===== config.mk =====
export PLATFORM = sky130hd
export DESIGN_NAME = rct_timer
export DESIGN_NICKNAME = d
export VERILOG_FILES = /design/src/hdl/rct_pkg.sv /design/src/hdl/rct_pin_if.sv /design/src/hdl/rct_pin_sync.sv /design/src/hdl/rct_timer.sv
export SDC_FILE = /design/constraint.sdc
export NUM_CORES = 1
export LEC_CHECK = 0
export BUFFER_PORTS_ARGS = -buffer_cell sky130_fd_sc_hd__buf_2
export CORE_ASPECT_RATIO = 2
export CORE_UTILIZATION = 57
export DETAILED_ROUTE_END_ITERATION = 8
export PLACE_DENSITY_LB_ADDON = 0.25
export SLEW_MARGIN = 20
export SYNTH_ARGS = -nofsm -noshare
export SYNTH_HDL_FRONTEND = slang
export SYNTH_SLANG_ARGS = --single-unit

===== constraint.sdc =====
create_clock -name I_CLOCK -period 4.05 [get_ports I_CLOCK]
set_input_delay 0.81 -clock I_CLOCK [delete_from_list [all_inputs] [get_ports I_CLOCK]]
set_output_delay 0.81 -clock I_CLOCK [all_outputs]
set_load 0.005 [all_outputs]

===== src/hdl/rct_pkg.sv =====
/*
 * Package for the reload/capture timer: register offsets, field positions,
 * reset values and the count-rate divider.
 * Assumes a single 100 MHz peripheral clock and a plain register port.
 */
package rct_pkg;
	// Register offsets on the plain register port.
	localparam logic [3:0] ADDR_CTRL = 4'h0;
	localparam logic [3:0] ADDR_RELOAD = 4'h1;
	localparam logic [3:0] ADDR_COUNT_LO = 4'h2;
	localparam logic [3:0] ADDR_COUNT_HI = 4'h3;
	localparam logic [3:0] ADDR_STATUS = 4'h4;
	// Control register field positions.
	localparam int CTRL_RUN = 0;
	localparam int CTRL_CAPTURE = 1;
	localparam int CTRL_UPDOWN = 2;
	localparam int CTRL_EXT_EN = 3;
	localparam int CTRL_EDGE_RISE = 4;
	localparam int CTRL_PRESCALE = 5;
	localparam int CTRL_WIDTH = 6;
	// Status register field positions.
	localparam int STAT_RELOAD = 0;
	localparam int STAT_CAPTURE = 1;
	localparam int STAT_DIR_UP = 2;
	// Values after reset.
	localparam logic [5:0] CTRL_RESET = 6'h00;
	localparam logic [15:0] COUNT_RESET = 16'h0000;
	localparam logic [15:0] RELOAD_RESET = 16'h0000;
	// Fixed counter limits.
	localparam logic [15:0] COUNT_TOP = 16'hffff;
	localparam logic [15:0] COUNT_ZERO = 16'h0000;
	// Count tick every twelve clocks with the prescaler off.
	localparam int TICK_DIV = 12;
	// Tick divider when the prescaler is on (a plain choice).
	localparam int TICK_DIV_PRE = 24;
	localparam int DIV_WIDTH = 5;
	localparam logic [DIV_WIDTH-1:0] DIV_RESET = 5'h00;
endpackage


===== src/hdl/rct_pin_if.sv =====
/*
 * Interface carrying the conditioned external input from the pin
 * conditioner to the timer core.
 * Assumes both ends run on the same clock.
 */
`timescale 1ns/1ps
interface rct_pin_if;
	logic level;
	logic rise;
	logic fall;
	modport source (output level, output rise, output fall);
	modport sink (input level, input rise, input fall);
endinterface


===== src/hdl/rct_pin_sync.sv =====
/*
 * Three-stage synchroniser and edge detector for the external timer input.
 * Assumes the pin is asynchronous to the clock.
 */
`timescale 1ns/1ps
module rct_pin_sync (
	// Clock and reset.
	input wire logic i_clock,
	input wire logic i_reset,
	// Raw pin.
	input wire logic i_pin,
	// Conditioned outputs.
	rct_pin_if.source o_pin
);
	logic stage1;
	logic stage2;
	logic stage3;
	logic stable;

	// The first stage is only read by the second, so metastability cannot spread.
	always_ff @(posedge i_clock) begin
		if (i_reset) begin
			stage1 <= 1'b0;
			stage2 <= 1'b0;
			stage3 <= 1'b0;
			stable <= 1'b0;
		end else begin
			stage1 <= i_pin;
			stage2 <= stage1;
			stage3 <= stage2;
			if (stage2 == stage3) begin
				stable <= stage3;
			end
		end
	end

	// A change counts once the last two stages agree.
	assign o_pin.level = stable;
	assign o_pin.rise = (stage2 == stage3) && stage3 && !stable;
	assign o_pin.fall = (stage2 == stage3) && !stage3 && stable;
endmodule


===== src/hdl/rct_timer.sv =====
/*
 * Reload/capture timer: 16-bit counter with auto-reload (up or up/down)
 * and single-channel capture modes, register port and interrupt request.
 * Assumes one 100 MHz clock, a synchronous active-high reset and a register
 * master that never issues read and write strobes together.
 */
// How it works
// - One 16-bit counter with only auto-reload and capture modes.
// - With prescaler off the counter advances once every twelve clocks.
// - Counting runs continuously while enabled; never self-stops.
// - Auto-reload, up only: count up from reload value, overflow past FFFF.
// - Reload on overflow, or optionally also on the chosen external edge.
// - Auto-reload reloads from the reload/capture register.
// - Auto-reload up-only raises an interrupt on every reload.
// - Up/down mode takes direction from the external input level.
// - Up/down mode never raises an interrupt.
// - Up/down counting up reloads from the register after FFFF.
// - Up/down counting down underflows on reaching the register value.
// - Underflow reloads the counter with FFFF.
// - Capture mode counts up from 0000, overflow reloads 0000.
// - Capture mode triggers capture on the chosen external edge.
// - Capture copies the counter into the reload/capture register.
// - Capture mode interrupts on every reload and every capture.
// - Counter readable as low byte and high byte.
`timescale 1ns/1ps
module rct_timer #(
	parameter int WIDTH = 16
) (
	// Clock and reset.
	input wire logic I_CLOCK,
	input wire logic I_RESET,
	// Register port.
	input wire logic [3:0] I_ADDR,
	input wire logic [15:0] I_WDATA,
	input wire logic I_WRITE,
	input wire logic I_READ,
	output logic [15:0] O_RDATA,
	// External timer input pin.
	input wire logic I_TIMER_EXTERNAL_INPUT,
	// Interrupt request, registered irq_evt: high one cycle for each cycle with an event; events in the same cycle share one pulse.
	output logic O_IRQ,
	// Current count value.
	output logic [WIDTH-1:0] O_TIMER_COUNT_VALUE
);
	localparam int DIV_WIDTH_L = rct_pkg::DIV_WIDTH;
	localparam logic [DIV_WIDTH_L-1:0] DIV_LAST =
		DIV_WIDTH_L'(rct_pkg::TICK_DIV - 1);
	localparam logic [DIV_WIDTH_L-1:0] DIV_LAST_PRE =
		DIV_WIDTH_L'(rct_pkg::TICK_DIV_PRE - 1);
	localparam logic [WIDTH-1:0] TOP = WIDTH'(rct_pkg::COUNT_TOP);
	localparam logic [WIDTH-1:0] ZERO = WIDTH'(rct_pkg::COUNT_ZERO);

	// Divider state machine: counting the tick or idle.
	typedef enum logic [1:0] {
		RCT_IDLE = 2'b01,
		RCT_RUN = 2'b10
	} rct_state_t;

	rct_pin_if pin ();

	logic [5:0] ctrl;
	logic [WIDTH-1:0] count;
	logic [WIDTH-1:0] reload;
	logic [DIV_WIDTH_L-1:0] div;
	rct_state_t state;
	rct_state_t next_state;
	logic sticky_reload;
	logic sticky_capture;

	wire run = ctrl[rct_pkg::CTRL_RUN];
	wire capture_mode = ctrl[rct_pkg::CTRL_CAPTURE];
	wire updown = ctrl[rct_pkg::CTRL_UPDOWN] && !capture_mode;
	wire ext_en = ctrl[rct_pkg::CTRL_EXT_EN];
	wire edge_rise = ctrl[rct_pkg::CTRL_EDGE_RISE];
	wire prescale = ctrl[rct_pkg::CTRL_PRESCALE];

	// Edge and direction decode from the conditioned pin.
	wire ext_edge = edge_rise ? pin.rise : pin.fall;
	wire dir_up = !updown || pin.level;
	wire [DIV_WIDTH_L-1:0] div_last = prescale ? DIV_LAST_PRE : DIV_LAST;
	wire tick = (state == RCT_RUN) && (div == div_last);

	// Counting events for the current mode.
	wire overflow = tick && dir_up && (count == TOP);
	wire underflow = tick && !dir_up && (count == reload);
	wire edge_reload = !capture_mode && !updown && ext_en && ext_edge && run;
	wire capture_evt = capture_mode && ext_edge && run;
	wire reload_evt = overflow || underflow || edge_reload;
	wire irq_evt = (reload_evt && !updown) || capture_evt;

	// Decoded register accesses.
	wire wr_ctrl = I_WRITE && (I_ADDR == rct_pkg::ADDR_CTRL);
	wire wr_reload = I_WRITE && (I_ADDR == rct_pkg::ADDR_RELOAD);
	wire wr_lo = I_WRITE && (I_ADDR == rct_pkg::ADDR_COUNT_LO);
	wire wr_hi = I_WRITE && (I_ADDR == rct_pkg::ADDR_COUNT_HI);
	wire rd_status = I_READ && (I_ADDR == rct_pkg::ADDR_STATUS);

	// Next counter value; a reload or a software write takes priority.
	logic [WIDTH-1:0] next_count;
	always_comb begin
		next_count = count;
		if (wr_lo) begin
			next_count = {count[WIDTH-1:8], I_WDATA[7:0]};
		end else if (wr_hi) begin
			next_count = {I_WDATA[WIDTH-9:0], count[7:0]};
		end else if (capture_mode && overflow) begin
			next_count = ZERO;
		end else if (underflow) begin
			next_count = TOP;
		end else if (reload_evt) begin
			next_count = reload;
		end else if (tick) begin
			next_count = dir_up ? count + 1'b1 : count - 1'b1;
		end
	end

	// Read data mux; unmapped addresses answer zero.
	logic [15:0] next_rdata;
	always_comb begin
		next_rdata = 16'h0000;
		if (I_READ) begin
			case (I_ADDR)
				rct_pkg::ADDR_CTRL: next_rdata = {10'h000, ctrl};
				rct_pkg::ADDR_RELOAD: next_rdata = 16'(reload);
				rct_pkg::ADDR_COUNT_LO: next_rdata = {8'h00, count[7:0]};
				rct_pkg::ADDR_COUNT_HI: next_rdata = {8'h00, count[15:8]};
				rct_pkg::ADDR_STATUS: next_rdata = {13'h0000, dir_up,
					sticky_capture, sticky_reload};
				default: next_rdata = 16'h0000;
			endcase
		end
	end

	// Divider state: run while enabled, restart the phase when disabled.
	always_comb begin
		case (state)
			RCT_IDLE: next_state = run ? RCT_RUN : RCT_IDLE;
			RCT_RUN: next_state = run ? RCT_RUN : RCT_IDLE;
			default: next_state = RCT_IDLE;
		endcase
	end

	rct_pin_sync u_sync (
		.i_clock(I_CLOCK),
		.i_reset(I_RESET),
		.i_pin(I_TIMER_EXTERNAL_INPUT),
		.o_pin(pin)
	);

	// Control and divider registers.
	always_ff @(posedge I_CLOCK) begin
		if (I_RESET) begin
			ctrl <= rct_pkg::CTRL_RESET;
			state <= RCT_IDLE;
			div <= rct_pkg::DIV_RESET;
		end else begin
			state <= next_state;
			if (wr_ctrl) begin
				ctrl <= I_WDATA[5:0];
			end
			div <= (state != RCT_RUN || div == div_last) ? rct_pkg::DIV_RESET
				: div + 1'b1;
		end
	end

	// Counter and reload/capture register; a capture wins over a write.
	always_ff @(posedge I_CLOCK) begin
		if (I_RESET) begin
			count <= WIDTH'(rct_pkg::COUNT_RESET);
			reload <= WIDTH'(rct_pkg::RELOAD_RESET);
		end else begin
			count <= next_count;
			if (capture_evt) begin
				reload <= count;
			end else if (wr_reload) begin
				reload <= I_WDATA[WIDTH-1:0];
			end
		end
	end

	// Sticky event bits: a new event wins over the clear-on-read.
	always_ff @(posedge I_CLOCK) begin
		if (I_RESET) begin
			sticky_reload <= 1'b0;
			sticky_capture <= 1'b0;
			O_IRQ <= 1'b0;
			O_RDATA <= 16'h0000;
			O_TIMER_COUNT_VALUE <= WIDTH'(rct_pkg::COUNT_RESET);
		end else begin
			sticky_reload <= reload_evt || (sticky_reload && !rd_status);
			sticky_capture <= capture_evt || (sticky_capture && !rd_status);
			O_IRQ <= irq_evt;
			O_RDATA <= next_rdata;
			O_TIMER_COUNT_VALUE <= next_count;
		end
	end
endmodule


==> flow_summary.json, run 1 <==
{
  "path_cells": "or3b_2, xnor2_1, ha_1, or4b_2, nor4_1, a31oi_1, xnor2_1, a211oi_1, o22ai_1",
  "cts_tree": "yes",
  "cts.htree.levels": 3,
  "path_clk_slew_ns": 0.06,
  "seq_power_share_pct": 44.0,
  "slowest_stage": "or4b_2",
  "antenna_found_initial": 0,
  "grt_overflow": 0,
  "intPower_mw": 1.19,
  "area_growth_pct": 15.8,
  "critPathCaptureType": "register",
  "max_clock_freq_ghz": 0.319,
  "die_h_um": 118,
  "cts_setup_buffers": 0,
  "relSlewSlack_pct": 51.9,
  "clkLatencyLatePin_ns": 0.34,
  "die_area_um2": 7080,
  "critPathMaxStageDelay_ns": 0.70,
  "r2r_slack_ns": 0.91,
  "drive_gt1_share_pct": 21.7,
  "total_power_mw": 1.56,
  "cts_hold_buf": 0,
  "io_pins": 58,
  "synth_edf_count": 0,
  "grt_pass1_wl_um": 20100,
  "path_buf_inv": 0,
  "dp.cells": 575,
  "synth_area_leaders": "dfxtp_1 (35%), a22oi_1 (5.5%), xnor2_1 (5.3%)",
  "final_antenna_net_count": 0,
  "r2r_end": "O_TIMER_COUNT_VALUE[10]$_SDFFE_PP0P_",
  "start_util_pct": 58.4,
  "fill_cells": 577,
  "synth.distinct_cells": 52,
  "drt_iter0_markers": 486,
  "critPathCapture": "O_TIMER_COUNT_VALUE[10]$_SDFFE_PP0P_",
  "netSwitchingFraction_pct": 23.8,
  "avgRoutedWirePerCell_um": 22.0,
  "crit_arrival_ns": 3.34,
  "cts_resized": 0,
  "combPwrFrac_pct": 6.2,
  "cp_max_fo": 11,
  "synth_ff_type": "dfxtp_1",
  "wl_um": 13000,
  "core_area_um2": 6570,
  "yosys_warnings": 0,
  "fin_cells": 591,
  "maxCapViolCount": 0,
  "synth_seq_cells": 68,
  "period_needed_ns": 3.14,
  "final.period_utilization_pct": 77.4,
  "irDropWorstVdd_uv": 266,
  "hold_path.class": "register to register",
  "grtUsageTotal_pct": 39.2,
  "synth_top_cell_area_share_pct": 35.5,
  "drc_errors": 0,
  "cpLargestDelayFamily": "simple AND/OR/NAND/NOR gates",
  "worstReg2RegStart": "ctrl[1]$_SDFFE_PP0P_",
  "cp_num_cells": 9,
  "rsz0062_at_grt": "false",
  "nets": 528,
  "grt_max_degree": 51,
  "finalSetupTns_ns": 0,
  "cts_root_buf": "clkbuf_16",
  "outcome": "completed",
  "finalMaxSlewViolations": 0,
  "routed_via_density": 6.69,
  "avgSynthCellArea_um2": 8.30,
  "synth_area_leader_cell": "dfxtp_1",
  "p_per_area_nw_per_um2": 351,
  "criticalPathCategory": "register to register",
  "setup.worst_path.start": "ctrl[1]$_SDFFE_PP0P_",
  "async_flop_share_pct": 0,
  "hold_viol": 0,
  "start_kind": "register",
  "syn-num-nets": 492,
  "ctsLongestPathBuffers": 2,
  "vias": 3952,
  "die_width_um": 60.0,
  "gp_congestion": 0.980,
  "hpwlAfterDp_um": 8950,
  "p_switching_mw": 0.371,
  "cts.sinks": 68,
  "yosysSeqAreaShare_pct": 35.5,
  "placement_rows": 42,
  "worst_pin_slew_ns": 0.718,
  "leakage_nw": 1.70,
  "io_buffers": 57,
  "finClkSkew_ns": 0.00761,
  "first_pass_iters": 5,
  "netlist_area_um2": 3840,
  "setup_viol": 0,
  "syn_inst": 462,
  "cts_made_buffers": 9,
  "r2r_cells": 9,
  "power_frac_clock_pct": 49.8,
  "antennaDiodeCount": 0,
  "grt_pass1_vias": 3777,
  "cp_common_cell": "xnor2_1",
  "fin_util_pct": 67.6,
  "cp_data_required_time_ns": 4.25
}
-- worst min-delay path by stage --
stage,from,end,slack [ns],cells after the start
3_5_place_dp,u_sync.stage1$_SDFF_PP0_,u_sync.stage2$_SDFF_PP0_,0.43,1
3_3_place_gp,u_sync.stage1$_SDFF_PP0_,u_sync.stage2$_SDFF_PP0_,0.42,1
4_1_cts,div[0]$_SDFF_PP0_,div[0]$_SDFF_PP0_,0.45,1
5_1_grt,u_sync.stage1$_SDFF_PP0_,u_sync.stage2$_SDFF_PP0_,0.47,1
6_report,u_sync.stage1$_SDFF_PP0_,u_sync.stage2$_SDFF_PP0_,0.44,1
2_1_floorplan,u_sync.stage1$_SDFF_PP0_,u_sync.stage2$_SDFF_PP0_,0.41,1
-- synth_stat cells (all sizes together) (6+ instances only) --
master,n
a21oi,20
xnor2,23
clkbuf,33
o22ai,13
nand2,42
a22oi,28
buf,11
a311oi,16
xor2,9
mux2,9
nand3,27
and2,9
nor2b,14
dfxtp,68
nor3,8
nor4,11
a211oi,11
o21ai,6
inv,6
nand4,6
nor2,39
-- cell type report --
type                    count  area [um2]  area share (%)
clock inverters             6        63.8            1.44
flip-flops and latches     68        1360            30.6
multi-input cells         344        2280            51.3
clock buffers              10         229            5.15
inverters                   6        22.5           0.507
repair buffers             69         375            8.45
well taps                  88         110            2.48
-- per-layer routing --
metal  vias to the layer above  share of wire (%)  global-route usage, %
li1                       1771                  -                      -
met2                       224                 50                   62.4
met3                        75                7.7                   10.9
met5                         -                  0                      0
met1                      1882                 34                   41.7
met4                         0                8.3                   29.8
-- registers in the layout, summed over array words and instances, names as in the netlist, 2 cells and up --
name and count:
O_TIMER_COUNT_VALUE 16, ctrl 6, reload 16, state 2, div 5, O_RDATA 16
-- metrics by stage --
step           setup slack (ns)  instance area [um2]  hold WS (ns)
2_1_floorplan              1.09                 3840         0.414
3_3_place_gp               1.01                 4140         0.423
3_5_place_dp              0.966                 4140         0.430
4_1_cts                   0.941                 4430         0.449
5_1_grt                   0.632                 4440         0.471
6_report                  0.913                 4440         0.445
-- cell families (layout without fill, tap and decap cells) --
group	count (synthesis)	in the layout	synth area share, %
mux	10	10	2.90
buf+inv	50	91	5.71
fa+ha+maj	5	5	1.63
xor+xnor	32	32	7.31
compound gates	112	112	20.8
simple gates	185	185	26.1
flops	68	68	35.5
-- power groups by stage --
stage / Clock (mW) / Sequential [mW] / Combinational [mW]
finish: 0.776 / 0.686 / 0.0967
detailed placement: 0 / 0.700 / 0.0922
global placement: 0 / 0.700 / 0.0915
global route: 0.799 / 0.687 / 0.102
floorplan: 0 / 0.694 / 0.0576
CTS: 0.776 / 0.685 / 0.0930
-- worst reg2reg max path, delay by kind of cell, from the launching register on --
family | cells | cell delay, ns
flops | 1 | 0.42
compound gates | 3 | 0.43
fa+ha+maj | 1 | 0.25
simple gates | 3 | 1.60
xor+xnor | 2 | 0.29
-- layout by cell type, fill, tap and decap left out, types with 3 or more instances in the layout --
master / n
dfxtp_1: 68
buf_2: 57
nand2_1: 41
nor2_1: 39
a22oi_1: 28
nand3_1: 27
xnor2_1: 23
a21oi_1: 19
a311oi_1: 16
nor2b_1: 14
o22ai_1: 13
buf_4: 12
a211oi_1: 11
nor4_1: 10
xor2_1: 9
mux2_2: 9
and2_1: 9
clkbuf_16: 9
nor3_1: 8
inv_1: 6
o21ai_0: 6
nand4_1: 5
ha_1: 5
and3_1: 4
a32oi_1: 4
o32ai_1: 4
nand4b_1: 3
a21o_1: 3
a31oi_1: 3
Power figures use the tool's default switching activity.
==> run 2, diff against run 1 <==
==> constraint.sdc (replaced) <==
create_clock -name I_CLOCK -period 3.1 [get_ports I_CLOCK]
set_input_delay 0.62 -clock I_CLOCK [delete_from_list [all_inputs] [get_ports I_CLOCK]]
set_output_delay 0.62 -clock I_CLOCK [all_outputs]
set_load 0.005 [all_outputs]
==> run 2 against run 1 <==
Flip-flop and latch count stayed put; global-route usage down 0.70 points; total power rose by 33%; hold slack better by 0.0010 ns; critical endpoint is now O_TIMER_COUNT_VALUE[8]$_SDFFE_PP0P_; largest cell class unchanged.
==> flow_summary.json, run 2 (synthesis results as in run 1) <==
{
  "setup_viol": 0,
  "path_clk_slew_ns": 0.05,
  "start_util_pct": 58.4,
  "top_layer": "met4",
  "reg_top3": "O_RDATA (16), O_TIMER_COUNT_VALUE (16), reload (16)",
  "cts_hold_buf": 0,
  "max_clock_freq_ghz": 0.347,
  "nets": 542,
  "fin_area_um2": 4560,
  "finalSetupTns_ns": 0,
  "intPower_mw": 1.60,
  "ff_latch_area_um2": 1360,
  "hold_viol": 0,
  "grtUsageTotal_pct": 38.5,
  "maxCapViolCount": 0,
  "min-delay-start": "u_sync.stage1$_SDFF_PP0_",
  "fin_util_pct": 69.4,
  "cp_max_fo": 5,
  "antennaDiodeCount": 0,
  "critPathMaxStageDelay_ns": 0.69,
  "p_per_area_nw_per_um2": 456,
  "final_antenna_net_count": 0,
  "cp_common_cell": "xnor2_1",
  "drive_gt1_share_pct": 23.6,
  "relSlewSlack_pct": 39.6,
  "r2r_cells": 9,
  "wl_um": 12900,
  "cts_tree": "yes",
  "worst_pin_slew_ns": 0.894,
  "place_ws_ns": 0.236,
  "critPathCaptureType": "register",
  "path_cells": "or3b_2, xnor2_1, ha_1, or4b_2, nor4_1, a31oi_1, xnor2_1, a211oi_1, o22ai_1",
  "period_needed_ns": 2.89,
  "cts.htree.levels": 3,
  "r2r_end": "O_TIMER_COUNT_VALUE[8]$_SDFFE_PP0P_",
  "slowest_stage": "or4b_2",
  "fill_cells": 548,
  "avgRoutedWirePerCell_um": 21.4,
  "grt_pass1_wl_um": 19900,
  "gp_congestion": 0.990,
  "irDropWorstVdd_uv": 453,
  "cts.sinks": 68,
  "finClkSkew_ns": 0.00568,
  "grt_pass1_vias": 3780,
  "outcome": "completed",
  "first_pass_iters": 6,
  "cts_resized": 0,
  "core_area_um2": 6570,
  "die_h_um": 118,
  "grt_overflow": 0,
  "routed_via_density": 6.61,
  "io_buffers": 57,
  "p_switching_mw": 0.481,
  "cp_data_required_time_ns": 3.30,
  "io_pins": 58,
  "placement_rows": 42,
  "drt_iter0_markers": 385,
  "finalMaxSlewViolations": 0,
  "final_common_cell": "dfxtp_1",
  "rsz0062_at_grt": "false",
  "whs_path_depth": 1,
  "area_growth_pct": 18.8,
  "r2r_slack_ns": 0.21,
  "start_kind": "register",
  "grt_max_degree": 36,
  "worstReg2RegStart": "ctrl[2]$_SDFFE_PP0P_",
  "cts_made_buffers": 9,
  "drt-met1-wl_um": 4290,
  "hpwlAfterDp_um": 9210,
  "antenna_found_initial": 0,
  "hold_path.class": "register to register",
  "seq_power_share_pct": 43.0,
  "ctsLongestPathBuffers": 2,
  "final_cell_mix": "dfxtp_1 (68), buf_2 (57), nand2_1 (42)",
  "die_width_um": 60.0,
  "power_frac_clock_pct": 50.8,
  "holdPathEnd": "u_sync.stage2$_SDFF_PP0_",
  "leakage_nw": 1.78,
  "die_area_um2": 7080,
  "drc_errors": 0,
  "vias": 4002,
  "criticalPathCategory": "register to register",
  "crit_arrival_ns": 3.08,
  "wl_met3_um": 1090,
  "final.period_utilization_pct": 93.1,
  "multi_input_area_um2": 2270,
  "wl_met2_um": 6490,
  "combPwrFrac_pct": 6.2,
  "netSwitchingFraction_pct": 23.1,
  "clkLatencyLatePin_ns": 0.34,
  "dpl_cell_area_um2": 4250,
  "cts_setup_buffers": 0,
  "cts_root_buf": "clkbuf_16",
  "finalWorstSetupSlack_ns": 0.214
}
run 2: through the flow:
stage	power, mW	hold WS, ns	std cells
after global routing	2.12	0.479	605
after global placement	1.03	0.424	589
after detailed placement	1.04	0.436	589
after CTS	2.08	0.453	605
after floorplan	0.982	0.414	462
final	2.08	0.446	605
run 2: layer usage:
metal | global-route usage, % | vias to the layer above
met5 | 0 | -
met4 | 29.7 | 0
met3 | 9.78 | 73
met2 | 62.4 | 244
met1 | 40.2 | 1876
li1 | - | 1809
run 2: layout make-up:
class / instances / area share (%)
Multi-Input combinational cell: 344 / 49.8
Inverter: 6 / 0.494
Timing Repair Buffer: 83 / 10.5
Clock buffer: 11 / 5.54
Sequential cell: 68 / 29.9
Tap cell: 88 / 2.42
Clock inverter: 5 / 1.32
run 2: how the worst max path moves through the flow:
| stage | startpoint | end | slack, ns |
|---|---|---|---|
| 3_3_place_gp | u_sync.o_pin.level$_SDFFE_PP0N_ | O_TIMER_COUNT_VALUE[10]$_SDFFE_PP0P_ | 0.29 |
| 2_1_floorplan | ctrl[2]$_SDFFE_PP0P_ | O_TIMER_COUNT_VALUE[10]$_SDFFE_PP0P_ | 0.14 |
| 6_report | ctrl[2]$_SDFFE_PP0P_ | O_TIMER_COUNT_VALUE[8]$_SDFFE_PP0P_ | 0.21 |
| 3_5_place_dp | u_sync.o_pin.level$_SDFFE_PP0N_ | O_TIMER_COUNT_VALUE[8]$_SDFFE_PP0P_ | 0.24 |
| 5_1_grt | ctrl[2]$_SDFFE_PP0P_ | O_TIMER_COUNT_VALUE[8]$_SDFFE_PP0P_ | 0.04 |
| 4_1_cts | ctrl[2]$_SDFFE_PP0P_ | O_TIMER_COUNT_VALUE[8]$_SDFFE_PP0P_ | 0.22 |
run 2: worst max-delay path, delay by kind of cell (launching register included):
family                   cells  cell delay [ns]
AND/OR/NAND/NOR              3             1.48
AO/OA/AOI/OAI                3             0.42
flip-flops                   1             0.34
XOR/XNOR                     2             0.29
adder cells (fa/ha/maj)      1             0.23
run 2: power groups by stage:
stage	Sequential, mW	Combinational [mW]	Clock, mW
2_1_floorplan	0.907	0.0752	0
3_3_place_gp	0.912	0.122	0
3_5_place_dp	0.912	0.124	0
4_1_cts	0.893	0.125	1.06
5_1_grt	0.895	0.138	1.09
6_report	0.894	0.129	1.06
==> run 3, diff against run 2 <==
==> constraint.sdc (replaced) <==
create_clock -name I_CLOCK -period 2.82 [get_ports I_CLOCK]
set_input_delay 0.564 -clock I_CLOCK [delete_from_list [all_inputs] [get_ports I_CLOCK]]
set_output_delay 0.564 -clock I_CLOCK [all_outputs]
set_load 0.005 [all_outputs]
==> run 3 against run 2 <==
Largest cell class unchanged; clock power up 14%; count of clock-buffer cells in the layout decreased by 1; wire length is 0.19% lower; die area is the same; worst setup slack worse by 0.081 ns; cell count increased by 1.2%; critical path type unchanged; combinational power up 12%.
==> flow_summary.json, run 3 (synthesis results as in run 1) <==
{
  "cts.htree.levels": 3,
  "area_growth_pct": 20.8,
  "start_kind": "register",
  "final_antenna_net_count": 0,
  "routed_via_density": 6.61,
  "grt_max_degree": 34,
  "criticalPathCategory": "register to register",
  "io_buffers": 57,
  "setup_viol": 0,
  "crit_arrival_ns": 2.90,
  "finalMaxSlewViolations": 0,
  "critPathCaptureType": "register",
  "period_needed_ns": 2.69,
  "path_clk_slew_ns": 0.06,
  "cts_root_buf": "clkbuf_16",
  "wl_um": 12900,
  "antenna_found_initial": 0,
  "p_switching_mw": 0.533,
  "clkLatencyLatePin_ns": 0.34,
  "cp_max_fo": 8,
  "p_per_area_nw_per_um2": 504,
  "grt_pass1_vias": 3886,
  "ctsLongestPathBuffers": 2,
  "intPower_mw": 1.80,
  "first_pass_iters": 6,
  "rsz0062_at_grt": "false",
  "final_common_cell": "dfxtp_1",
  "irDropWorstVdd_uv": 400,
  "die_h_um": 118,
  "cts_resized": 0,
  "core_area_um2": 6570,
  "hold_viol": 0,
  "dpl_cell_area_um2": 4320,
  "maxCapViolCount": 0,
  "max_clock_freq_ghz": 0.372,
  "finClkSkew_ns": 0.00981,
  "relSlewSlack_pct": 53.3,
  "netSwitchingFraction_pct": 22.9,
  "combPwrFrac_pct": 6.2,
  "cp_data_required_time_ns": 3.03,
  "avgRoutedWirePerCell_um": 21.1,
  "fin_area_um2": 4630,
  "place_ws_ns": 0.134,
  "cts_tree": "yes",
  "finalSetupTns_ns": 0,
  "start_util_pct": 58.4,
  "final_cell_mix": "dfxtp_1 (67), buf_2 (57), nand2_1 (42)",
  "io_pins": 58,
  "gp_congestion": 0.976,
  "fin_util_pct": 70.5,
  "total_power_mw": 2.33,
  "fin_cells": 612,
  "vias": 4047,
  "die_width_um": 60.0,
  "cts.sinks": 68,
  "hold_path.class": "register to register",
  "leakage_nw": 1.82,
  "cts_hold_buf": 0,
  "grt_overflow": 0,
  "cts_setup_buffers": 0,
  "grtUsageTotal_pct": 40.1,
  "drc_errors": 0,
  "nets": 549,
  "multi_input_area_um2": 2270,
  "hpwlAfterDp_um": 9280,
  "fill_cells": 561,
  "placement_rows": 42,
  "outcome": "completed",
  "antennaDiodeCount": 0,
  "reg_top3": "O_RDATA (16), O_TIMER_COUNT_VALUE (16), reload (16)",
  "power_frac_clock_pct": 51.7,
  "drt_iter0_markers": 351,
  "cts_made_buffers": 9,
  "whs_ns": 0.447,
  "seq_power_share_pct": 42.1,
  "die_area_um2": 7080,
  "ff_latch_area_um2": 1360,
  "dp.cells": 596,
  "worst_pin_slew_ns": 0.699,
  "finalWorstSetupSlack_ns": 0.133,
  "drive_gt1_share_pct": 24.6,
  "final.period_utilization_pct": 95.3,
  "grt_pass1_wl_um": 20700
}
-- run 3: final timing paths --
| kind | from | end | slack, ns | cells after the start |
|---|---|---|---|---|
| setup / recovery | ctrl[2]$_SDFFE_PP0P_ | O_TIMER_COUNT_VALUE[4]$_SDFFE_PP0P_ | 0.13 | 8 |
| hold / removal | div[0]$_SDFF_PP0_ | div[0]$_SDFF_PP0_ | 0.45 | 1 |
| hold reg to reg | div[0]$_SDFF_PP0_ | div[0]$_SDFF_PP0_ | 0.45 | 1 |
| setup reg to reg | ctrl[2]$_SDFFE_PP0P_ | O_TIMER_COUNT_VALUE[4]$_SDFFE_PP0P_ | 0.13 | 8 |
-- run 3: worst max-delay path: stages, from the launching register on --
cell and delay (ns):
dfxtp_2 0.38, or3b_2 0.48, xnor2_1 0.15, ha_1 0.20, or4b_4 0.52, o32a_1 0.36, xnor2_1 0.12, a211oi_1 0.23
o22ai_1 0.10
-- run 3: layout make-up --
cell class / count / share of cell area, %
clock buffer: 10 / 4.94
timing repair buffer: 90 / 11.8
tap: 88 / 2.38
multi-input combinational: 344 / 49.1
inverter: 6 / 0.486
sequential: 68 / 29.4
clock inverter: 6 / 1.92
-- run 3: metal layers --
| layer | part of all wire, % | track usage [%] |
|---|---|---|
| met1 | 32 | 42.9 |
| met2 | 51 | 64.7 |
| met3 | 8.7 | 10.7 |
| met4 | 7.9 | 29.1 |
| met5 | 0 | 0 |
-- run 3: power by group through the flow --
| stage | Clock [mW] | Combinational [mW] | Sequential [mW] |
|---|---|---|---|
| floorplan | 0 | 0.0828 | 0.997 |
| global placement | 0 | 0.136 | 1.00 |
| detailed placement | 0 | 0.139 | 1.00 |
| CTS | 1.22 | 0.140 | 0.981 |
| global route | 1.25 | 0.153 | 0.982 |
| finish | 1.21 | 0.144 | 0.982 |
